--- src/rtl/ceq_pkg.sv ---
// Package for the channel enable and receive equalizer boost register bank.
// Assumes byte-wide register access from a management-interface slave.
package ceq_pkg;
  localparam int CEQ_NUM_CH = 3;
  localparam int CEQ_BOOST_W = 9;
  localparam logic [7:0] CEQ_CH2_CTRL_ADDR = 8'h15;
  localparam logic [7:0] CEQ_CH2_LOW_ADDR = 8'h16;
  localparam logic [7:0] CEQ_CH1_CTRL_ADDR = 8'h17;
  localparam logic [7:0] CEQ_CH1_LOW_ADDR = 8'h18;
  localparam logic [7:0] CEQ_CH0_CTRL_ADDR = 8'h19;
  localparam logic [7:0] CEQ_CH0_LOW_ADDR = 8'h1A;
  localparam int CEQ_ENABLE_BIT = 4;
  localparam int CEQ_BOOST_MSB_BIT = 0;
  localparam logic [7:0] CEQ_CTRL_RESET = 8'h10;
  localparam logic [7:0] CEQ_LOW_RESET = 8'h00;
  localparam logic [7:0] CEQ_UNMAPPED_DATA = 8'h00;
  localparam logic [8:0] CEQ_PIN_BOOST_MAX = 9'h03F;
endpackage

--- src/rtl/ceq_regs.sv ---
// Channel enable and receive equalizer boost registers for channels 2..0.
// Assumes a management slave gives byte writes/reads on i_clk; pins are async.
`timescale 1ns/1ps
`default_nettype none
// How it works
// Control bit 4 enables the channel; resets to 1.
// Boost is 9 bits: control bit 0 is MSB, next register the low byte.
// Pin boost levels 0..7 map to 000h,001h,003h,007h,00Fh,01Fh,02Fh,03Fh.
// Host should program only the sixteen recommended boost codes.
// Codes above 03Fh reachable only through the registers, never from pins.
// Register values govern only while override is set; otherwise pins govern.
// Reserved control bits store writes, reset to zero, affect nothing.
module ceq_regs (
  input wire logic i_clk,
  input wire logic i_resetn,
  input wire logic i_wr_en,
  input wire logic i_rd_en,
  input wire logic [7:0] i_addr,
  input wire logic [7:0] i_wr_data,
  input wire logic i_override,
  input wire logic [ceq_pkg::CEQ_NUM_CH-1:0] i_pin_enable,
  input wire logic [2:0] i_pin_boost_select,
  output logic [7:0] o_rd_data,
  output logic [ceq_pkg::CEQ_NUM_CH-1:0] o_ch_enable,
  output logic [ceq_pkg::CEQ_NUM_CH-1:0][ceq_pkg::CEQ_BOOST_W-1:0] o_ch_boost
);
  import ceq_pkg::*;

  function automatic logic [8:0] pin_to_code(input logic [2:0] sel);
    unique case (sel)
      3'h0: pin_to_code = 9'h000;
      3'h1: pin_to_code = 9'h001;
      3'h2: pin_to_code = 9'h003;
      3'h3: pin_to_code = 9'h007;
      3'h4: pin_to_code = 9'h00F;
      3'h5: pin_to_code = 9'h01F;
      3'h6: pin_to_code = 9'h02F;
      3'h7: pin_to_code = 9'h03F;
    endcase
  endfunction

  ////////////////////////////////////////////////////////////////////////////
  // Pin synchronisers
  localparam int PW = CEQ_NUM_CH + 3;
  localparam logic [PW-1:0] PIN_RESET = {{CEQ_NUM_CH{1'b1}}, 3'h0};
  logic [PW-1:0] pin_s1;
  logic [PW-1:0] pin_s2;
  logic [PW-1:0] pin_s3;
  logic [PW-1:0] pin_stable;
  // Only bits where stages 2 and 3 agree update, so a glitch is dropped
  wire [PW-1:0] pin_agree = ~(pin_s2 ^ pin_s3);
  wire [PW-1:0] next_pin_stable = (pin_agree & pin_s3) | (~pin_agree & pin_stable);

  // Stages restart from idle so a short reset never lets X reach the agreement test
  always_ff @(posedge i_clk)
  begin
    if (!i_resetn)
    begin
      pin_s1 <= PIN_RESET;
      pin_s2 <= PIN_RESET;
      pin_s3 <= PIN_RESET;
      pin_stable <= PIN_RESET;
    end
    else
    begin
      pin_s1 <= {i_pin_enable, i_pin_boost_select};
      pin_s2 <= pin_s1;
      pin_s3 <= pin_s2;
      pin_stable <= next_pin_stable;
    end
  end

  wire [CEQ_NUM_CH-1:0] pin_en = pin_stable[PW-1:3];
  wire [8:0] pin_code = pin_to_code(pin_stable[2:0]);

  ////////////////////////////////////////////////////////////////////////////
  // Register file; index 0..2 is channel number
  logic [CEQ_NUM_CH-1:0][7:0] ctrl;
  logic [CEQ_NUM_CH-1:0][7:0] low;
  wire [CEQ_NUM_CH-1:0][7:0] ctrl_addr = {CEQ_CH2_CTRL_ADDR, CEQ_CH1_CTRL_ADDR, CEQ_CH0_CTRL_ADDR};
  wire [CEQ_NUM_CH-1:0][7:0] low_addr = {CEQ_CH2_LOW_ADDR, CEQ_CH1_LOW_ADDR, CEQ_CH0_LOW_ADDR};
  logic [CEQ_NUM_CH-1:0] hit_ctrl;
  logic [CEQ_NUM_CH-1:0] hit_low;
  logic [7:0] next_rd_data;

  always_comb
  begin
    next_rd_data = CEQ_UNMAPPED_DATA;
    for (int c = 0; c < CEQ_NUM_CH; c++)
    begin
      hit_ctrl[c] = (i_addr == ctrl_addr[c]);
      hit_low[c] = (i_addr == low_addr[c]);
      if (hit_ctrl[c])
        next_rd_data = ctrl[c];
      if (hit_low[c])
        next_rd_data = low[c];
    end
  end

  always_ff @(posedge i_clk)
  begin
    for (int c = 0; c < CEQ_NUM_CH; c++)
    begin
      if (!i_resetn)
      begin
        ctrl[c] <= CEQ_CTRL_RESET;
        low[c] <= CEQ_LOW_RESET;
      end
      else
      begin
        // Reserved bits are stored whole, read back, and feed nothing
        if (i_wr_en && hit_ctrl[c])
          ctrl[c] <= i_wr_data;
        if (i_wr_en && hit_low[c])
          low[c] <= i_wr_data;
      end
    end
  end

  always_ff @(posedge i_clk)
  begin
    if (!i_resetn)
      o_rd_data <= CEQ_UNMAPPED_DATA;
    else if (i_rd_en)
      o_rd_data <= next_rd_data;
  end

  ////////////////////////////////////////////////////////////////////////////
  // Channel settings: registers under override, pins otherwise
  logic [CEQ_NUM_CH-1:0] next_enable;
  logic [CEQ_NUM_CH-1:0][8:0] next_boost;

  always_comb
  begin
    for (int c = 0; c < CEQ_NUM_CH; c++)
    begin
      next_enable[c] = i_override ? ctrl[c][CEQ_ENABLE_BIT] : pin_en[c];
      next_boost[c] = i_override ? {ctrl[c][CEQ_BOOST_MSB_BIT], low[c]} : pin_code;
    end
  end

  always_ff @(posedge i_clk)
  begin
    if (!i_resetn)
    begin
      o_ch_enable <= '1;
      o_ch_boost <= '0;
    end
    else
    begin
      o_ch_enable <= next_enable;
      o_ch_boost <= next_boost;
    end
  end

  ////////////////////////////////////////////////////////////////////////////
  // Checks
  logic past_reset;
  always_ff @(posedge i_clk)
  begin
    past_reset <= !i_resetn;
  end

  property p_reset_defaults;
    @(posedge i_clk) past_reset && i_resetn |-> ctrl[0] == CEQ_CTRL_RESET && ctrl[1] == CEQ_CTRL_RESET
      && ctrl[2] == CEQ_CTRL_RESET && low[0] == CEQ_LOW_RESET && low[1] == CEQ_LOW_RESET && low[2] == CEQ_LOW_RESET;
  endproperty
  a_reset_defaults: assert property (p_reset_defaults) else $error("bad control reset value");

  property p_reg_enable;
    @(posedge i_clk) disable iff (!i_resetn)
      i_override |=> o_ch_enable == {$past(ctrl[2][4]), $past(ctrl[1][4]), $past(ctrl[0][4])};
  endproperty
  a_reg_enable: assert property (p_reg_enable) else $error("enable not from registers");

  property p_reg_boost;
    @(posedge i_clk) disable iff (!i_resetn)
      i_override |=> o_ch_boost[1] == {$past(ctrl[1][0]), $past(low[1])};
  endproperty
  a_reg_boost: assert property (p_reg_boost) else $error("boost not from registers");

  property p_pin_code;
    @(posedge i_clk) disable iff (!i_resetn)
      !i_override && pin_stable[2:0] == 3'h6 |=> o_ch_boost[0] == 9'h02F;
  endproperty
  a_pin_code: assert property (p_pin_code) else $error("pin level six not 02Fh");

  property p_pin_limit;
    @(posedge i_clk) disable iff (!i_resetn)
      !i_override |=> o_ch_boost[2] <= CEQ_PIN_BOOST_MAX && o_ch_enable == $past(pin_en);
  endproperty
  a_pin_limit: assert property (p_pin_limit) else $error("pin mode out of range");

  property p_write_ctrl;
    @(posedge i_clk) disable iff (!i_resetn)
      i_wr_en && i_addr == CEQ_CH1_CTRL_ADDR ##1 i_rd_en && i_addr == CEQ_CH1_CTRL_ADDR
      |=> o_rd_data == $past(i_wr_data, 2);
  endproperty
  a_write_ctrl: assert property (p_write_ctrl) else $error("control readback mismatch");

  property p_reserved_inert;
    @(posedge i_clk) disable iff (!i_resetn)
      i_override && $stable(ctrl[0][4]) && $stable(ctrl[0][0]) && $stable(low[0]) && $past(i_override)
      |=> $stable(o_ch_boost[0]) && $stable(o_ch_enable[0]);
  endproperty
  a_reserved_inert: assert property (p_reserved_inert) else $error("reserved bits changed channel");

  property p_reset_outputs;
    @(posedge i_clk) !i_resetn |=> o_ch_enable == '1 && o_ch_boost == '0;
  endproperty
  a_reset_outputs: assert property (p_reset_outputs) else $error("channel outputs not at reset value");

  property p_enable_write;
    @(posedge i_clk) disable iff (!i_resetn)
      i_wr_en && i_addr == CEQ_CH0_CTRL_ADDR |=> ctrl[0][CEQ_ENABLE_BIT] == $past(i_wr_data[CEQ_ENABLE_BIT]);
  endproperty
  a_enable_write: assert property (p_enable_write) else $error("enable bit not stored");

  property p_low_write;
    @(posedge i_clk) disable iff (!i_resetn)
      i_wr_en && i_addr == CEQ_CH1_LOW_ADDR |=> low[1] == $past(i_wr_data);
  endproperty
  a_low_write: assert property (p_low_write) else $error("low boost byte not stored");

  property p_pin_enable_off;
    @(posedge i_clk) disable iff (!i_resetn)
      !i_override && !pin_en[1] |=> !o_ch_enable[1];
  endproperty
  a_pin_enable_off: assert property (p_pin_enable_off) else $error("pin off did not disable channel");

  property p_read_hold;
    @(posedge i_clk) disable iff (!i_resetn)
      !i_rd_en |=> $stable(o_rd_data);
  endproperty
  a_read_hold: assert property (p_read_hold) else $error("read data changed without a read");
endmodule
`default_nettype wire

--- config.mk ---
export PLATFORM = sky130hd
export DESIGN_NAME = ceq_regs
export DESIGN_NICKNAME = d
export VERILOG_FILES = /design/src/rtl/ceq_pkg.sv /design/src/rtl/ceq_regs.sv
export SDC_FILE = /design/constraint.sdc
export NUM_CORES = 1
export LEC_CHECK = 0
export ABC_AREA = 1
export BUFFER_PORTS_ARGS = -buffer_cell sky130_fd_sc_hd__buf_2
export CAP_MARGIN = 20
export CORE_ASPECT_RATIO = 0.5
export CORE_MARGIN = 8
export CORE_UTILIZATION = 56
export DETAILED_ROUTE_END_ITERATION = 12
export PLACE_DENSITY_LB_ADDON = 0.12
export SYNTH_ARGS = -nofsm -noshare
export SYNTH_HDL_FRONTEND = slang
export SYNTH_SLANG_ARGS = --single-unit
--- constraint.sdc ---
create_clock -name i_clk -period 1.3 [get_ports i_clk]
set_input_delay 0 -clock i_clk [delete_from_list [all_inputs] [get_ports i_clk]]
set_output_delay 0 -clock i_clk [all_outputs]
set_load 0.02 [all_outputs]
-- Word-level counts from Yosys, hierarchy flattened
Memories as Yosys holds them, arrays and structs flattened. A register that Yosys moved wholly into a read port is not among the register bits.
Cells that the tools add are included.
- reductions and logical operators: 6
- equality and inequality tests: 6
- muxes and demuxes: 13
- bitwise logic cells: 6
- operators with widths (operator ; count):
    $eq A8 B5 Y1 const B ; 6
    $mux W8 ; 6
    $mux W9 ; 3
    $and A6 B6 Y6 ; 2
    $not A6 Y6 ; 2
    $logic_and A1 B1 Y1 ; 6
    $or A6 B6 Y6 ; 1
    $xor A6 B6 Y6 ; 1
    $mux W1 ; 3
    $mux W3 ; 1
- logic and storage cells: 47
- memories: 1
- memory bits (read-only): 48
- register bits after elaboration: 110
- memory list (memory ; depth ; bits a word ; rd ports ; clocked after memory_dff ; wr ports ; line ; RTL):
    (name not given) ; 8 ; 6 ; 1 ; 1 ; 0 ; ceq_regs.sv:30 ; unique case (sel)

-- Logic depth before layout (Yosys ltp)
Gate-level depths: netlist of run 1.
- word-level depth: 7
- depth in mapped cells: 11
- depth with buffers taken out: 9

-- Least setup slack after synthesis of run 1
No wires, ideal clock.
- kind: input-to-reg
- start: in i_addr[5]
- end: reg low[22] (netlist bit)
- data arrival time: 0.967 ns
- stages: 9
- path buffers: 2
- setup slack: 0.217 ns
- setup time: 0.116 ns
- cells stage by stage: inv_1 nand2_1 nor2_4 nand3b_4 or2_1 buf_6 buf_6 o21ai_1 a21oi_1
- word-level cells in the longest chain between the ends: 2
- ends and longest elaborated chain (item ; line ; RTL):
    start, declared ; ceq_regs.sv:18 ; input wire logic [7:0] i_addr,
    $eq A8 B5 Y1 ; ceq_regs.sv:92 ; hit_low[c] = (i_addr == low_addr[c]);
    $logic_and A1 B1 Y1 ; ceq_regs.sv:114 ; if (i_wr_en && hit_low[c])
    end signal, assigned by index ; ceq_regs.sv:115 ; low[c] <= i_wr_data;
    end, declared ; ceq_regs.sv:79 ; logic [CEQ_NUM_CH-1:0][7:0] low;
Every way passes these cells.
A chain may end at the register's enable or synchronous reset.

==> impl_metrics.yaml, run 1 <==
run_status:
  outcome: "complete, no violations"
finish:
  multiInputGateArea_um2: 1540
  layout-drive-gt1-share: 0.210
  nFillCells: 562
  diodes: 0
  fin_nets: 658
  layout.cells.non_filler: 740
  final_util: 0.754
  area_growth_pct: 30.0
  regArea_um2: 2320
logic_synthesis:
  synth.top_cell.area_share: 0.543
  synth_edf_count: 0
  synth-async-reset-ratio: 0
  yosys-top-cells-area: "dfxtp_1, nand2_1, a21oi_1"
  synth.top_cells.by_count: "dfxtp_1, nand2_1, inv_1, a21oi_1, o21ai_0"
  ys_ff_latch: 116
  synthCells: 536
  synth.distinct_cells: 27
  syn_nets: 563
  synth_ff_type: "dfxtp_1"
  syn_avg_cell_area_um2: 7.98
  ys_seq_area_frac: 0.543
  syn_area_um2: 4280
  yosysWarnings: 0
  synth.most_common_cell: "dfxtp_1"
  synth_area_leader_cell: "dfxtp_1"
clocking:
  cts_inserted_buffers: 17
  clkTransAtPathRegs_ns: 0.05
  clk_latency_ns: 0.41
  cts_tree: "done"
  cts_setup_buffers: 0
  cts_buffer_depth: 2
  cts-root-buf: "clkbuf_16"
  htree_levels: 4
  clock-sinks: 116
die:
  io_pins: 65
  die_w_um: 140
  die_y_um: 77.8
  core_um2: 7380
  start_util: 0.580
  design.die.area_um2: 10900
  std_cell_rows: 22
timing:
  hold_viol: 0
  rsz0062_at_grt: "no"
  period_minus_slack_ns: 1.15
  whs_ns: 0.130
  setup_violations: 0
  finalMaxSlewViolations: 0
  max_freq_ghz: 0.871
  setup_slack_ns: 0.152
  finalClockSkew_ns: 0.00726
  tightest_slew_ns: 0.577
  period_share: 0.883
  max_slew_margin: 0.615
  fin_tns_setup_ns: 0
critical_path:
  slowest_delay_ns: 0.52
  cp.required_ns: 1.61
  crit_start: "i_resetn"
  endpoint: "o_ch_boost[4]"
  worstPathMaxFanout: 8
  path_class: "in -> reg"
  cp-start-kind: "input pin"
  crit_cells: 6
  rr_worst_depth: 4
  crit_path_end_kind: "flop"
  critPathTopFamily: "buffers and inverters"
  worstPathArrival_ns: 1.45
  crit_chain: "dlygate4sd3_1 > buf_2 > inv_2 > nor2_1 > nand2_1 > o21ai_0"
  slowest_stage: "dlygate4sd3_1"
  worstReg2RegStart: "pin_stable[0]"
  reg2reg_slack_ns: 0.34
  worstReg2RegEnd: "pin_code[2]"
  cp_num_buf_inv: 3
place:
  dp.cells: 691
  io_buffers: 64
  dp_hpwl_mm: 7.22
  gp_congestion: 0.862
  preCtsSetupSlack_ns: -0.116
detailed_routing:
  wl_mm: 11.1
  drtIter0Drc: 341
  drc_errors: 0
  vias_per_cell: 5.15
  vias: 3808
  wire_per_inst_um: 15.0
  ant_nets: 0
  first_pass_iters: 5
worst_hold_path:
  worstHoldPathType: "in -> reg"
power:
  combPwrFrac: 0.037
  p_leak_nw: 2.49
  peakVddDrop_mv: 1.22
  p_sw_frac: 0.206
  sequentialPowerShare: 0.403
  p_int_mw: 7.08
  clkPwrFrac: 0.559
  power_density_nw_per_um2: 1600
  power.switching_mw: 1.84
global_routing:
  grt_overflow: 0
  grt_pass1_wl_mm: 17.9
  grt_max_degree: 36
  grt_pass1_vias: 3526
  grt_use_total: 0.209
  grt_antenna_before_repair: 0
job:
  drv_cap: 0
[worst min path at each step]
| stage | slack [ns] | start | depth (start not counted) | endpoint |
|---|---|---|---|---|
| after global placement | 0.18 | i_pin_boost_select[2] | 3 | pin_s1[2] |
| final | 0.13 | i_wr_en | 5 | ctrl[12] |
| after floorplan | 0.1 | i_pin_boost_select[0] | 2 | pin_s1[0] |
| after CTS | 0.11 | i_wr_en | 5 | ctrl[12] |
| after detailed placement | 0.19 | i_pin_enable[1] | 2 | pin_s1[4] |
| after global routing | 0.16 | i_wr_en | 4 | ctrl[0] |
[layer usage]
metal / GRT usage / part of all wire / wire (µm) / vias to the layer above
met5: 0 / 0 / 0 / -
met4: 0.0623 / 0.0090 / 100 / 0
met3: 0.0751 / 0.084 / 937 / 12
met2: 0.340 / 0.47 / 5170 / 140
met1: 0.259 / 0.44 / 4890 / 1749
li1: - / - / - / 1907
[worst reg2reg max path, cell delays in order (launching register included)]
cell and delay (ns):
dfxtp_1 0.34, a21oi_1 0.09, nor3_1 0.21, inv_1 0.10, o21ai_0 0.15
[power by group through the flow]
stage | Clock, mW | Sequential [mW] | Combinational [mW]
after floorplan | 0 | 3.67 | 0.147
after global placement | 0 | 3.67 | 0.279
after detailed placement | 0 | 3.67 | 0.284
after CTS | 5.03 | 3.60 | 0.326
after global routing | 5.21 | 3.60 | 0.362
final | 4.99 | 3.60 | 0.332
[placed cells by master (no fill, tap or decap), types with 2 or more instances in the layout]
| master | synthesis | layout |
|---|---|---|
| nor2_2 | 2 | 2 |
| nand3_2 | 2 | 2 |
| nand3_1 | 44 | 44 |
| dfxtp_1 | 116 | 116 |
| a211oi_1 | 2 | 2 |
| o21ai_0 | 60 | 60 |
| nor2_4 | 2 | 2 |
| clkinvlp_4 | 0 | 3 |
| buf_12 | 0 | 2 |
| bufinv_16 | 0 | 4 |
| dlygate4sd3_1 | 0 | 17 |
| nand2_1 | 85 | 85 |
| nand2_2 | 3 | 3 |
| clkinv_4 | 0 | 2 |
| nor2_1 | 39 | 39 |
| inv_2 | 3 | 3 |
| clkbuf_8 | 0 | 3 |
| inv_1 | 77 | 77 |
| buf_2 | 7 | 64 |
| clkbuf_16 | 0 | 17 |
| buf_4 | 0 | 14 |
| a21oi_1 | 61 | 61 |
| nor3_1 | 3 | 3 |
| or2_2 | 7 | 7 |
| o21a_1 | 2 | 2 |
[state kept, by name, summed over array words and instances, names as in the netlist, 6 cells and up, named ones only]
signal	count
o_ch_boost	27
pin_s2	6
ctrl	24
pin_code	6
pin_s1	6
pin_s3	6
o_rd_data	8
low	24
[cell families after synthesis]
group	Yosys count	synth area share
AO/OA/AOI/OAI	127	0.152
buffers and inverters	101	0.0977
flip-flops	116	0.543
AND/OR/NAND/NOR	192	0.208
[per-stage QoR]
step	area [µm²]	power, mW
after CTS	5560	8.95
after floorplan	4280	3.82
after detailed placement	4750	3.96
after global placement	4750	3.95
final	5560	8.92
after global routing	5560	9.17
[repair_timing]
| action | 4_1_cts | 5_1_grt |
|---|---|---|
| gates resized for setup | 0 | 0 |
| hold buffers | 17 | 0 |
| hold endpoints to repair | 45 | 0 |
[final cells by class]
cell class,instances,area share
multi-input combinational,319,0.277
clock buffer,21,0.0846
timing repair buffer,97,0.114
tap,96,0.0216
sequential,116,0.418
inverter,80,0.0540
clock inverter,11,0.0313
No activity file was read; power rests on OpenSTA's default activity.
==> run 2, diff against run 1 <==
Settings changed: CELL_PAD_IN_SITES_DETAIL_PLACEMENT from default to 0, CELL_PAD_IN_SITES_GLOBAL_PLACEMENT from default to 1, CORE_UTILIZATION 56 to 41.
==> run 2 against run 1 <==
Against the previous run: final area grew 1.2%; setup slack gained 0.086 ns; critical endpoint is now o_ch_enable[2]; combinational power is essentially flat; register-to-register slack gained 0.03 ns; wire length grew 1.9%; sequential share of layout area shrank 0.51 points; clock power shrank 3%; highest routed layer unchanged; sequential power is essentially flat; count of clock-buffer cells in the layout is the same; maximum frequency grew 8.1%; core utilization shrank 20 points.
==> impl_metrics.yaml, run 2 (synthesis results as in run 1) <==
place:
  gp_congestion: 0.816
  postPlaceCellArea_um2: 4840
  preCtsSetupSlack_ns: -0.0542
  dp_hpwl_mm: 7.81
  io_buffers: 64
timing:
  hold_viol: 0
  max_slew_margin: 0.637
  fin_tns_setup_ns: 0
  setup_violations: 0
  rsz0062_at_grt: "no"
  period_minus_slack_ns: 1.06
  max_freq_ghz: 0.942
  tightest_slew_ns: 0.544
  period_share: 0.817
  finalMaxSlewViolations: 0
  finalClockSkew_ns: 0.00576
  setup_slack_ns: 0.238
job:
  drv_cap: 0
critical_path:
  reg2reg_slack_ns: 0.37
  cp_common_cell: "nor2_1"
  crit_chain: "dlygate4sd3_1 > buf_2 > nand2_1 > buf_4 > nor2_1 > nor2_1"
  endpoint: "o_ch_enable[2]"
  worstReg2RegEnd: "o_rd_data[4]"
  slowest_delay_ns: 0.52
  slowest_stage: "dlygate4sd3_1"
  worstPathArrival_ns: 1.36
  rr_worst_depth: 6
  crit_start: "i_resetn"
  crit_path_end_kind: "flop"
  worstPathMaxFanout: 12
  worstReg2RegStart: "ctrl[20]"
  cp.required_ns: 1.60
  path_class: "in -> reg"
  cp-start-kind: "input pin"
global_routing:
  grt_use_met2: 0.255
  use_met1: 0.217
  grt_max_degree: 36
  grt_pass1_wl_mm: 18.3
  grt_antenna_before_repair: 0
  top_usage_layer: "met2"
  grt_use_total: 0.168
  grt_overflow: 0
  grt_pass1_vias: 3506
  grtUsageMet3: 0.0580
finish:
  finalInstanceArea_um2: 5630
  largestRegisters: "o_ch_boost x27, ctrl x24, low x24"
  regMostFlops: "o_ch_boost"
  final_util: 0.553
  layout_commonest_cell: "dfxtp_1"
  mostFrequentLayoutCells: "dfxtp_1, nand2_1, inv_1, buf_2, a21oi_1"
  nFillCells: 980
  largest_reg_flops: 27
  fin_nets: 661
  area_growth_pct: 31.6
  layout-drive-gt1-share: 0.215
  diodes: 0
power:
  power_density_nw_per_um2: 1560
  p_total_mw: 8.77
  p_leak_nw: 2.51
  peakVddDrop_mv: 0.928
detailed_routing:
  vias_per_cell: 4.67
  drtIter0Drc: 191
  first_pass_iters: 4
  vias: 3674
  wire_per_inst_um: 14.4
  wl_mm: 11.3
  drc_errors: 0
  ant_nets: 0
die:
  std_cell_rows: 26
  die_y_um: 88.2
  die_w_um: 160
  start_util: 0.420
  core_um2: 10200
  design.die.area_um2: 14200
  io_pins: 65
clocking:
  clkTransAtPathRegs_ns: 0.05
  clock-sinks: 116
  cts_tree: "done"
  htree_levels: 4
  clk_latency_ns: 0.41
  cts_buffer_depth: 2
  cts_inserted_buffers: 17
  cts-root-buf: "clkbuf_16"
run_status:
  outcome: "complete, no violations"
worst_hold_path:
  worstHoldPathType: "in -> reg"
## run 2: cell types whose count changed in the layout (fill, tap and decap cells not counted)
cell / change
buf_4: +2
buf_12: +1
bufinv_16: -1
clkinv_2: +1
clkinv_4: +1
clkinvlp_4: -1
nor2_1: -1
nor2_2: +1
## run 2: worst min-delay path by stage
stage                                startpoint   endpoint  slack, ns  cells past startpoint
after floorplan           i_pin_boost_select[0]  pin_s1[0]        0.1                      2
after detailed placement  i_pin_boost_select[2]  pin_s1[2]       0.19                      3
after global placement    i_pin_boost_select[2]  pin_s1[2]       0.18                      3
after global routing                    i_wr_en   ctrl[12]       0.16                      5
final                                   i_wr_en   ctrl[12]       0.14                      5
after CTS                               i_wr_en   ctrl[12]       0.12                      5
## run 2: cell type report
cell class | count | area [µm²] | area share
clock inverter | 11 | 150 | 0.0267
multi-input combinational | 319 | 1540 | 0.274
timing repair buffer | 100 | 671 | 0.119
sequential | 116 | 2320 | 0.412
tap | 140 | 175 | 0.0311
clock buffer | 21 | 470 | 0.0836
inverter | 80 | 300 | 0.0533
## run 2: what timing repair did
item	4_1_cts	5_1_grt
hold buffers	17	0
endpoints found under the hold margin	47	0
setup endpoints to repair	0	4
gates resized for setup	0	1
setup buffers	0	0
## run 2: metal layers
| layer | wire length (µm) | vias to the layer above |
|---|---|---|
| li1 | - | 1907 |
| met1 | 5440 | 1656 |
| met5 | 0 | - |
| met2 | 4940 | 100 |
| met4 | 101 | 0 |
| met3 | 831 | 11 |
## run 2: critical path: cells and delay by family
kind / cells / cell delay [ns]
buffers and inverters: 3 / 0.93
and+or+nand+nor: 3 / 0.42
## run 2: where the power goes
group | total (mW) | internal [mW] | switching (mW)
Combinational | 0.335 | 0.133 | 0.202
Sequential | 3.60 | 3.59 | 0.00973
Clock | 4.84 | 3.17 | 1.67
## run 2: metrics by stage
step                      hold slack, ns  cells
after floorplan                   0.0976    536
after global placement             0.181    738
after detailed placement           0.188    738
after CTS                          0.119    787
after global routing               0.158    787
final                              0.140    787
